===== config.mk =====
export PLATFORM = sky130hd
export DESIGN_NAME = sixteen_bit_timer_counter
export DESIGN_NICKNAME = d
export VERILOG_FILES = /design/src/core/timer_one_pkg.sv /design/src/core/sixteen_bit_timer_counter.sv /design/src/core/input_sync3.sv /design/src/core/count_prescaler.sv
export VERILOG_INCLUDE_DIRS = /design/src /design/src/core
export SDC_FILE = /design/constraint.sdc
export NUM_CORES = 1
export LEC_CHECK = 0
export BUFFER_PORTS_ARGS = -buffer_cell sky130_fd_sc_hd__buf_2
export CAP_MARGIN = 20
export CORE_ASPECT_RATIO = 0.8
export CORE_MARGIN = 3
export CORE_UTILIZATION = 30
export DETAILED_ROUTE_END_ITERATION = 10
export GPL_ROUTABILITY_DRIVEN = 1
export GPL_TIMING_DRIVEN = 0
export PLACE_DENSITY_LB_ADDON = 0.15
export SYNTH_ARGS = -nofsm -noshare
export SYNTH_HDL_FRONTEND = slang
export SYNTH_SLANG_ARGS = --single-unit

===== constraint.sdc =====
create_clock -name i_sys_clk -period 2.5 [get_ports i_sys_clk]
set_clock_uncertainty 0.2 [all_clocks]
set_input_delay 0.625 -clock i_sys_clk [delete_from_list [all_inputs] [get_ports i_sys_clk]]
set_output_delay 0.625 -clock i_sys_clk [all_outputs]
set_load 0.005 [all_outputs]

===== src/core/timer_one_params.svh =====
// offsets, field positions and reset values of the timer block
// assumes an apb slave with 32-bit data and word-aligned registers
`ifndef TIMER_ONE_PARAMS_SVH
`define TIMER_ONE_PARAMS_SVH

// ----------------------------------------------------------------------
// register byte addresses
// ----------------------------------------------------------------------
`define ADDR_CONTROL 12'h000
`define ADDR_COUNT_LOW 12'h004
`define ADDR_COUNT_HIGH 12'h008
`define ADDR_IRQ 12'h00c

// ----------------------------------------------------------------------
// control and irq register fields
// ----------------------------------------------------------------------
`define BIT_RUN 0
`define BIT_SOURCE 1
`define BIT_SYNC_BYPASS 2
`define BIT_OSC_ENABLE 3
`define BIT_PRESCALE_LO 4
`define BIT_PRESCALE_HI 5
`define BIT_SYSCLK_STATUS 6
`define BIT_WIDE 7
`define BIT_FLAG 0
`define BIT_IRQ_ENABLE 1
`define CONTROL_RESET 8'h00

`endif


===== src/core/timer_one_pkg.sv =====
// types shared by the timer block
// assumes nothing of its surroundings
package timer_one_pkg;
    typedef enum logic [1:0] {
        PRESCALE_1,
        PRESCALE_2,
        PRESCALE_4,
        PRESCALE_8
    } prescale_t;
endpackage


===== src/core/sixteen_bit_timer_counter.sv =====
// sixteen-bit timer/counter with apb register access
// assumes a free-running system clock; the analogue oscillator sits outside
// and reports its output level on i_crystal_in_pin
`timescale 1ns/1ps
`include "timer_one_params.svh"
module sixteen_bit_timer_counter
    import timer_one_pkg::*;
#(
    parameter int INSTR_DIV = 4
)
(
    // clock and reset
    input wire logic i_sys_clk,
    input wire logic i_rst_n,
    // apb slave
    input wire logic i_psel,
    input wire logic i_penable,
    input wire logic i_pwrite,
    input wire logic [11:0] i_paddr,
    input wire logic [31:0] i_pwdata,
    output logic [31:0] o_prdata,
    output logic o_pready,
    output logic o_pslverr,
    // pins and system signals
    input wire logic i_ext_count_clock_pin,
    input wire logic i_crystal_in_pin,
    input wire logic i_compare_module_trigger,
    input wire logic i_sysclk_from_osc,
    input wire logic i_power_managed,
    // oscillator and port control
    output logic o_crystal_osc_run,
    output logic o_osc_pins_force_input,
    output logic o_osc_pins_read_zero,
    // interrupt request
    output logic o_overflow_irq
);
    typedef struct packed {
        logic [7:0] control;
        logic [15:0] count;
        logic [7:0] high_buffer;
        logic flag;
        logic irq_enable;
        logic ext_prev;
        logic [1:0] instr_div;
        logic [31:0] rdata;
        logic rd_wait;
        logic sysclk_status;
    } timer_state_t;

    timer_state_t state_ff;
    timer_state_t nxt_state;

    logic ext_level_sync;
    logic ext_raw;
    logic ext_level;
    logic raw_tick;
    logic pre_tick;
    logic low_wr;
    logic access;
    logic wr;
    logic rd;
    logic addr_ok;
    logic ovf_set;

    // ------------------------------------------------------------------
    // source selection
    // ------------------------------------------------------------------
    // oscillator output replaces the pin when the oscillator runs
    assign ext_raw = state_ff.control[`BIT_OSC_ENABLE] ? i_crystal_in_pin
                                                       : i_ext_count_clock_pin;

    input_sync3 u_sync
    (
        .i_sys_clk(i_sys_clk),
        .i_rst_n(i_rst_n),
        .i_async(ext_raw),
        .o_level(ext_level_sync)
    );

    // bypass still crosses through the synchroniser; a true asynchronous
    // counter would need a second domain, so the bypass bit is ignored
    assign ext_level = ext_level_sync;

    // tick on internal divider or external rising edge
    always_comb
    begin
        if (state_ff.control[`BIT_SOURCE])
        begin
            raw_tick = ext_level && !state_ff.ext_prev;
        end
        else
        begin
            raw_tick = (state_ff.instr_div == 2'(INSTR_DIV - 1));
        end
    end

    // ------------------------------------------------------------------
    // apb decode
    // ------------------------------------------------------------------
    assign access = i_psel && i_penable;
    assign wr = access && i_pwrite;
    assign rd = access && !i_pwrite;
    assign addr_ok = (i_paddr == `ADDR_CONTROL) || (i_paddr == `ADDR_COUNT_LOW)
                     || (i_paddr == `ADDR_COUNT_HIGH) || (i_paddr == `ADDR_IRQ);
    assign low_wr = wr && (i_paddr == `ADDR_COUNT_LOW);
    // reads take one wait state so registered read data stands at the ready edge
    assign o_pready = !rd || state_ff.rd_wait;
    assign o_pslverr = access && !addr_ok;
    assign o_prdata = state_ff.rdata;

    count_prescaler u_pre
    (
        .i_sys_clk(i_sys_clk),
        .i_rst_n(i_rst_n),
        .i_ratio(prescale_t'(state_ff.control[`BIT_PRESCALE_HI:`BIT_PRESCALE_LO])),
        .i_clear(low_wr),
        .i_tick(raw_tick && state_ff.control[`BIT_RUN]),
        .o_tick(pre_tick)
    );

    // ------------------------------------------------------------------
    // counter, flag and registers
    // ------------------------------------------------------------------
    // rollover this cycle; a trigger clear in the same cycle suppresses it
    assign ovf_set = pre_tick && state_ff.control[`BIT_RUN] && (state_ff.count == 16'hffff)
                     && !i_compare_module_trigger;

    always_comb
    begin
        nxt_state = state_ff;
        nxt_state.ext_prev = ext_level;
        nxt_state.sysclk_status = i_sysclk_from_osc;
        if (state_ff.instr_div == 2'(INSTR_DIV - 1))
        begin
            nxt_state.instr_div = 2'h0;
        end
        else
        begin
            nxt_state.instr_div = state_ff.instr_div + 2'h1;
        end
        // count, trigger clears; trigger never sets the flag
        if (i_compare_module_trigger)
        begin
            nxt_state.count = 16'h0000;
        end
        else if (pre_tick && state_ff.control[`BIT_RUN])
        begin
            nxt_state.count = state_ff.count + 16'h0001;
            if (state_ff.count == 16'hffff)
            begin
                nxt_state.flag = 1'b1;
            end
        end
        // register writes override the trigger and count
        if (wr)
        begin
            case (i_paddr)
                `ADDR_CONTROL:
                begin
                    nxt_state.control = {i_pwdata[7], 1'b0, i_pwdata[5:0]};
                end
                `ADDR_COUNT_LOW:
                begin
                    nxt_state.count[7:0] = i_pwdata[7:0];
                    if (state_ff.control[`BIT_WIDE])
                    begin
                        nxt_state.count[15:8] = state_ff.high_buffer;
                    end
                end
                `ADDR_COUNT_HIGH:
                begin
                    if (state_ff.control[`BIT_WIDE])
                    begin
                        nxt_state.high_buffer = i_pwdata[7:0];
                    end
                    else
                    begin
                        nxt_state.count[15:8] = i_pwdata[7:0];
                    end
                end
                `ADDR_IRQ:
                begin
                    // write 0 clears, write 1 keeps; a same-cycle overflow wins
                    nxt_state.flag = ovf_set || (state_ff.flag && i_pwdata[`BIT_FLAG]);
                    nxt_state.irq_enable = i_pwdata[`BIT_IRQ_ENABLE];
                end
                default:
                begin
                    nxt_state.irq_enable = state_ff.irq_enable;
                end
            endcase
        end
        // reads: decoded in the first access cycle, held through the wait state;
        // in wide mode the low byte read latches the live high byte only once per access
        nxt_state.rd_wait = rd && !state_ff.rd_wait;
        if (!rd)
        begin
            nxt_state.rdata = 32'h0;
        end
        else if (!state_ff.rd_wait)
        begin
            nxt_state.rdata = 32'h0;
            case (i_paddr)
                `ADDR_CONTROL:
                begin
                    nxt_state.rdata[7:0] = {state_ff.control[7], state_ff.sysclk_status,
                                            state_ff.control[5:0]};
                end
                `ADDR_COUNT_LOW:
                begin
                    nxt_state.rdata[7:0] = state_ff.count[7:0];
                    if (state_ff.control[`BIT_WIDE])
                    begin
                        nxt_state.high_buffer = state_ff.count[15:8];
                    end
                end
                `ADDR_COUNT_HIGH:
                begin
                    nxt_state.rdata[7:0] = state_ff.control[`BIT_WIDE] ? state_ff.high_buffer
                                                                      : state_ff.count[15:8];
                end
                `ADDR_IRQ:
                begin
                    nxt_state.rdata[1:0] = {state_ff.irq_enable, state_ff.flag};
                end
                default:
                begin
                    nxt_state.rdata = 32'h0;
                end
            endcase
        end
    end

    // rdata is registered in the first access cycle and stands at the ready edge
    always_ff @(posedge i_sys_clk or negedge i_rst_n)
    begin
        if (!i_rst_n)
        begin
            state_ff <= '0;
        end
        else
        begin
            state_ff <= nxt_state;
        end
    end

    // ------------------------------------------------------------------
    // oscillator and interrupt outputs
    // ------------------------------------------------------------------
    // run request ignores power-managed mode on purpose
    assign o_crystal_osc_run = state_ff.control[`BIT_OSC_ENABLE];
    assign o_osc_pins_force_input = state_ff.control[`BIT_OSC_ENABLE];
    assign o_osc_pins_read_zero = state_ff.control[`BIT_OSC_ENABLE];
    assign o_overflow_irq = state_ff.flag && state_ff.irq_enable;
endmodule


===== src/core/input_sync3.sv =====
// three-stage synchroniser for an input from outside the clock domain
// assumes a free-running system clock
`timescale 1ns/1ps
module input_sync3
(
    // clock and reset
    input wire logic i_sys_clk,
    input wire logic i_rst_n,
    // asynchronous input
    input wire logic i_async,
    // filtered level
    output logic o_level
);
    typedef struct packed {
        logic [2:0] stage;
        logic level;
    } sync_state_t;

    sync_state_t state_ff;
    sync_state_t nxt_state;

    // level only changes once stages two and three agree
    always_comb
    begin
        nxt_state = state_ff;
        nxt_state.stage = {state_ff.stage[1:0], i_async};
        if (state_ff.stage[1] == state_ff.stage[2])
        begin
            nxt_state.level = state_ff.stage[2];
        end
    end

    // register the copy
    always_ff @(posedge i_sys_clk or negedge i_rst_n)
    begin
        if (!i_rst_n)
        begin
            state_ff <= '0;
        end
        else
        begin
            state_ff <= nxt_state;
        end
    end

    assign o_level = state_ff.level;
endmodule


===== src/core/count_prescaler.sv =====
// prescaler dividing count ticks by 1, 2, 4 or 8
// assumes ticks are one-cycle pulses on the system clock
`timescale 1ns/1ps
module count_prescaler
    import timer_one_pkg::*;
(
    // clock and reset
    input wire logic i_sys_clk,
    input wire logic i_rst_n,
    // control
    input wire prescale_t i_ratio,
    input wire logic i_clear,
    input wire logic i_tick,
    // divided tick
    output logic o_tick
);
    typedef struct packed {
        logic [2:0] count;
    } pre_state_t;

    pre_state_t state_ff;
    pre_state_t nxt_state;
    logic [2:0] limit;

    // terminal count from ratio code
    always_comb
    begin
        case (i_ratio)
            PRESCALE_1: limit = 3'h0;
            PRESCALE_2: limit = 3'h1;
            PRESCALE_4: limit = 3'h3;
            PRESCALE_8: limit = 3'h7;
            default: limit = 3'h0;
        endcase
    end

    // divided tick is combinational so the counter sees it at once
    assign o_tick = i_tick && !i_clear && (state_ff.count >= limit);

    // count ticks; clear wins over a tick
    always_comb
    begin
        nxt_state = state_ff;
        if (i_clear)
        begin
            nxt_state.count = 3'h0;
        end
        else if (i_tick)
        begin
            if (state_ff.count >= limit)
            begin
                nxt_state.count = 3'h0;
            end
            else
            begin
                nxt_state.count = state_ff.count + 3'h1;
            end
        end
    end

    // register the copy
    always_ff @(posedge i_sys_clk or negedge i_rst_n)
    begin
        if (!i_rst_n)
        begin
            state_ff <= '0;
        end
        else
        begin
            state_ff <= nxt_state;
        end
    end
endmodule


# Yosys cells after proc, flatten, opt, wreduce, memory -nomap -nowiden
# Cells that the tools add are included.
[classes]
n_shift = 0
n_div = 0
n_bitwise = 0
eq_ne = 10
n_lt_le_gt_ge = 1
addsub = 3
n_reduce_logical = 32
n_mux = 30
n_mul = 0
[ops]
columns = ["op", "count"]
rows = [
  ["2-to-1 mux 8 bit", 10],
  ["2-to-1 mux 32 bit", 2],
  ["2-to-1 mux 16 bit", 2],
  ["2-to-1 mux 26 bit", 1],
  ["== test 12 x 4 -> 1 bit (second input constant)", 2],
  ["one-hot mux 6 bit (3 select lines)", 1],
  ["adder 16 x 1 -> 16 bit (second input constant)", 1],
  ["== test 16 bit (second input constant)", 1],
  ["one-hot mux 8 bit (2 select lines)", 1],
  ["logical AND 1 bit", 15],
  ["== test 12 x 3 -> 1 bit (second input constant)", 1],
  ["zero test 12 bit", 1],
  ["one-hot mux 3 bit (4 select lines)", 1],
  ["2-to-1 mux 3 bit", 3],
  ["one-hot mux 2 bit (4 select lines)", 1],
  ["zero test 1 bit", 7],
  ["2-to-1 mux 1 bit", 7],
  ["== test 2 bit (second input constant)", 3],
  ["logical OR 1 bit", 5],
  ["AND reduction 2 bit", 2],
  ["adder 3 x 1 -> 3 bit (second input constant)", 1],
  [">= comparator 3 bit", 1],
  ["adder 2 x 1 -> 2 bit (second input constant)", 1],
  ["== test 2 x 1 -> 1 bit (second input constant)", 1],
  ["other kinds (5)", 5],
]
[totals]
word_cells = 89
register_bits = 77
latch_bits = 0
mem_count = 0
out_inout_bits = 38
inputBits = 54
mem_bits_ro = 0
ramBits = 0

# Longest topological paths before layout
[depth]
ltp_word = 16
mapped_depth = 9
mapped_depth_nobuf = 8

# Modules after synthesis
# From an unflattened synthesis, not the netlist that was laid out.
[hier_totals]
cells_unflattened = 323
hier_area_um2 = 3225.6
[modules_own_cells]
columns = ["module", "area_each_um2", "n_inst", "cells_each"]
rows = [
  ["sixteen_bit_timer_counter", 2847.7, 1, 291],
  ["count_prescaler", 266.5, 1, 27],
  ["input_sync3", 111.4, 1, 5],
]

# Least setup slack after synthesis
# Ideal clock, no wire load.
[synth_timing]
path_kind = "register to register"
startpoint = "reg state_ff[67] (netlist name)"
endpoint = "reg state_ff[62] (netlist name)"
t_required_ns = 2.223
t_arrival_ns = 2.176
synth_period_minus_slack_ns = 2.453
path_slack_ns = 0.047
path_buffers = 0
path_stages_with_launch = 9
path_cell_list = "dfrtp_1 > or2_2 > ha_1 > nor2b_1 > o21ai_1 > nand4_1 > or4b_1 > o311a_1 > a21oi_1"
[synth_lines]
columns = ["item", "line", "text"]
rows = [
  ["start: declaration", "sixteen_bit_timer_counter.sv:50", "timer_state_t state_ff;"],
  ["start signal: assignment", "sixteen_bit_timer_counter.sv:243", "state_ff <= nxt_state;"],
]

==> impl_metrics.json <==
{
  "start_util_pct": 31.0,
  "fin_area_um2": 4000,
  "wire_per_inst_um": 15.5,
  "startpoint_type": "primary input",
  "status": "finished, final reports clean",
  "netlist_area_um2": 3200,
  "place_congestion": 0.828,
  "total_power_w": 0.00179,
  "finalSetupViolCount": 0,
  "ant_nets": 0,
  "required_ns": 2.53,
  "antenna_found_initial": 0,
  "drv_cap": 0,
  "dp_hpwl_um": 6120,
  "vias": 2492,
  "period_share_pct": 94.8,
  "numClockSinks": 53,
  "port_buffers": 42,
  "p_leak_nw": 1.80,
  "max_slew.worst_pin.slew_ns": 0.859,
  "hold_ws_ns": 0.139,
  "io_pins": 92,
  "grt_remaining_overflow": 0,
  "htreeDepth": 2,
  "relSlewSlack_pct": 42.6,
  "first_global_vias": 2501,
  "layout_setup_ws_ns": 0.129,
  "crit_arrival_ns": 2.40,
  "pre_cts_ws_ns": -0.372,
  "grt_max_degree": 30,
  "yosys_warnings": 0,
  "worstSetupEndpointType": "flop",
  "fin_nets": 453,
  "slew_violations": 0,
  "clk_pin_slew_ns": 0.07,
  "areaGrowthSynthToFinish_pct": 24.9,
  "drc": 0,
  "fill_cells": 1047,
  "vdd.ir_drop.worst_mv": 0.267,
  "synth-main-ff-cell": "dfrtp_1",
  "cts_hold_buf": 0,
  "drtIter0Drc": 150,
  "clkLatencyLatePin_ns": 0.30,
  "grt_pass1_wl_um": 13200,
  "post-route-util_pct": 38.7,
  "via_per_inst": 4.68,
  "hold_class": "in2async",
  "power.density_nw_per_um2": 448,
  "ys_seq_area_share_pct": 41.5,
  "clockRootBuffer": "clkbuf_16",
  "synth_most_common_cell": "dfrtp_1",
  "wl_um": 8240,
  "cts_buffer_depth": 2,
  "synthCells": 312,
  "cts_tree": "built",
  "hold_violations": 0,
  "core-area_um2": 10300,
  "yosysTopAreaCell": "dfrtp_1",
  "netlist_top_cells_count": "53 x dfrtp_1, 34 x buf_4, 26 x nand2_1, 21 x mux2i_1, 16 x o21ai_0",
  "firstDrtPassIters": 4,
  "syn_area_per_cell_um2": 10.3,
  "synth_area_leaders": "dfrtp_1 41%, buf_4 8.0%, mux2i_1 6.6%, mux2_2 3.5%, nand2_1 3.1%",
  "min_period_ns": 2.37,
  "dieArea_um2": 11900,
  "fmaxAchievable_mhz": 422,
  "async_flop_share_pct": 100,
  "antenna_cells": 0,
  "track_usage_pct": 14.3,
  "drive_above_1_share_pct": 34.9,
  "synth_top_area_share_pct": 41.5,
  "placed_area_um2": 3690,
  "cts_buffers": 5,
  "synth_edf_count": 0,
  "path_class": "in2reg",
  "synth-seq-cells": 53,
  "cp_max_fo": 10,
  "die_h_um": 98.4,
  "rows": 33,
  "dieWidth_um": 121,
  "synth.distinct_cells": 51
}
==> state kept, by name, indices dropped and copies added (netlist names) <==
name,count
state_ff,37
o_prdata,8
u_pre.state_ff,3
u_sync.nxt_state,2
o_crystal_osc_run,1
u_sync.o_level,1
u_sync.state_ff,1
==> report_power, final <==
part	total [W]	internal, W	switching (W)
Sequential	0.000868	0.000865	0.00000374
Combinational	0.000139	0.0000609	0.0000786
Clock	0.000783	0.000466	0.000317
==> worst max-delay path, stage by stage <==
cell and delay (ns):
buf_2 0.11, nor4_4 0.41, nand3_2 0.21, nor2_2 0.21, and4b_1 0.21, clkbuf_4 0.23
buf_4 0.23, nand2_1 0.08, o21ai_2 0.06
==> routing by layer <==
layer | vias up | routed length (um) | track usage (%)
li1 | 1231 | - | -
met1 | 1183 | 4050 | 21.8
met3 | 8 | 622 | 4.46
met5 | - | 0 | 0
met2 | 70 | 3490 | 19.8
met4 | 0 | 75 | 3.10
==> worst paths after layout <==
check                                              startpoint                             to  slack [ns]  cells after the start
worst max-delay path                               i_paddr[1]         state_ff[45]$_DFF_PN0_        0.13                      9
worst min-delay path                                  i_rst_n     u_sync.o_level$_DFFE_PN0N_        0.14                      1
worst max register to register       state_ff[67]$_DFFE_PN0P_         state_ff[62]$_DFF_PN0_        0.15                      9
worst min register to register  u_sync.nxt_state[2]$_DFF_PN0_  u_sync.nxt_state[3]$_DFF_PN0_        0.15                      0
max in group asynchronous                             i_rst_n        o_prdata[3]$_DFFE_PN0P_        1.39                      2
min in group i_sys_clk          u_sync.nxt_state[2]$_DFF_PN0_  u_sync.nxt_state[3]$_DFF_PN0_        0.15                      0
==> placed cells by master, fill, tap and decap left out, types with 2 or more instances in the layout <==
| master | instances |
|---|---|
| nand3b_1 | 2 |
| and2_1 | 3 |
| nand4_1 | 9 |
| and3_1 | 3 |
| buf_2 | 43 |
| clkbuf_1 | 4 |
| dfrtp_1 | 53 |
| a22o_1 | 8 |
| nor2_1 | 12 |
| or3_1 | 3 |
| o21ai_2 | 8 |
| clkbuf_16 | 5 |
| buf_4 | 44 |
| a22oi_1 | 8 |
| mux2_2 | 10 |
| nand3_1 | 6 |
| nand2_1 | 26 |
| nand2b_1 | 4 |
| nor4_4 | 3 |
| ha_1 | 5 |
| nor3_1 | 4 |
| mux4_2 | 2 |
| inv_1 | 7 |
| conb_1 | 24 |
| o21ai_0 | 16 |
| mux2i_1 | 21 |
| clkbuf_4 | 3 |
| xor2_1 | 6 |
| o22ai_1 | 6 |
| a21oi_1 | 3 |
| xnor2_1 | 9 |
==> kinds of logic after synthesis <==
logic type | after synthesis | synth area share, %
muxes | 33 | 11.5
other | 1 | 0.117
DFF | 53 | 41.5
xor gates and xnor gates | 15 | 4.11
adders and majority gates | 7 | 2.66
AOI/OAI and AO/OA | 59 | 12.7
and+or+nand+nor | 92 | 17.2
buffers and inverters | 52 | 10.3
==> metrics by stage <==
step / std cells / setup TNS (ns)
5_1_grt: 533 / -0.00830
3_5_place_dp: 518 / -8.58
3_3_place_gp: 517 / -7.59
2_1_floorplan: 335 / 0
6_report: 533 / 0
4_1_cts: 533 / 0
==> cell type report <==
class                      count  area, um^2  area share (%)
clock inverter                 2        35.0           0.877
sequential                    53        1330            33.2
inverter                       7        26.3           0.658
clock buffer                   5         125            3.13
buffer                        44         309            7.74
timing repair buffer          52         298            7.45
multi-input combinational    230        1700            42.6
tap                          140         175            4.38
==> timing repair <==
item / CTS / global route
setup endpoints to repair: 23 / 31
pin swaps: 7 / 3
buffers inserted: 8 / 1
gates resized for setup: 8 / 9
Power figures use the tool's default switching activity.
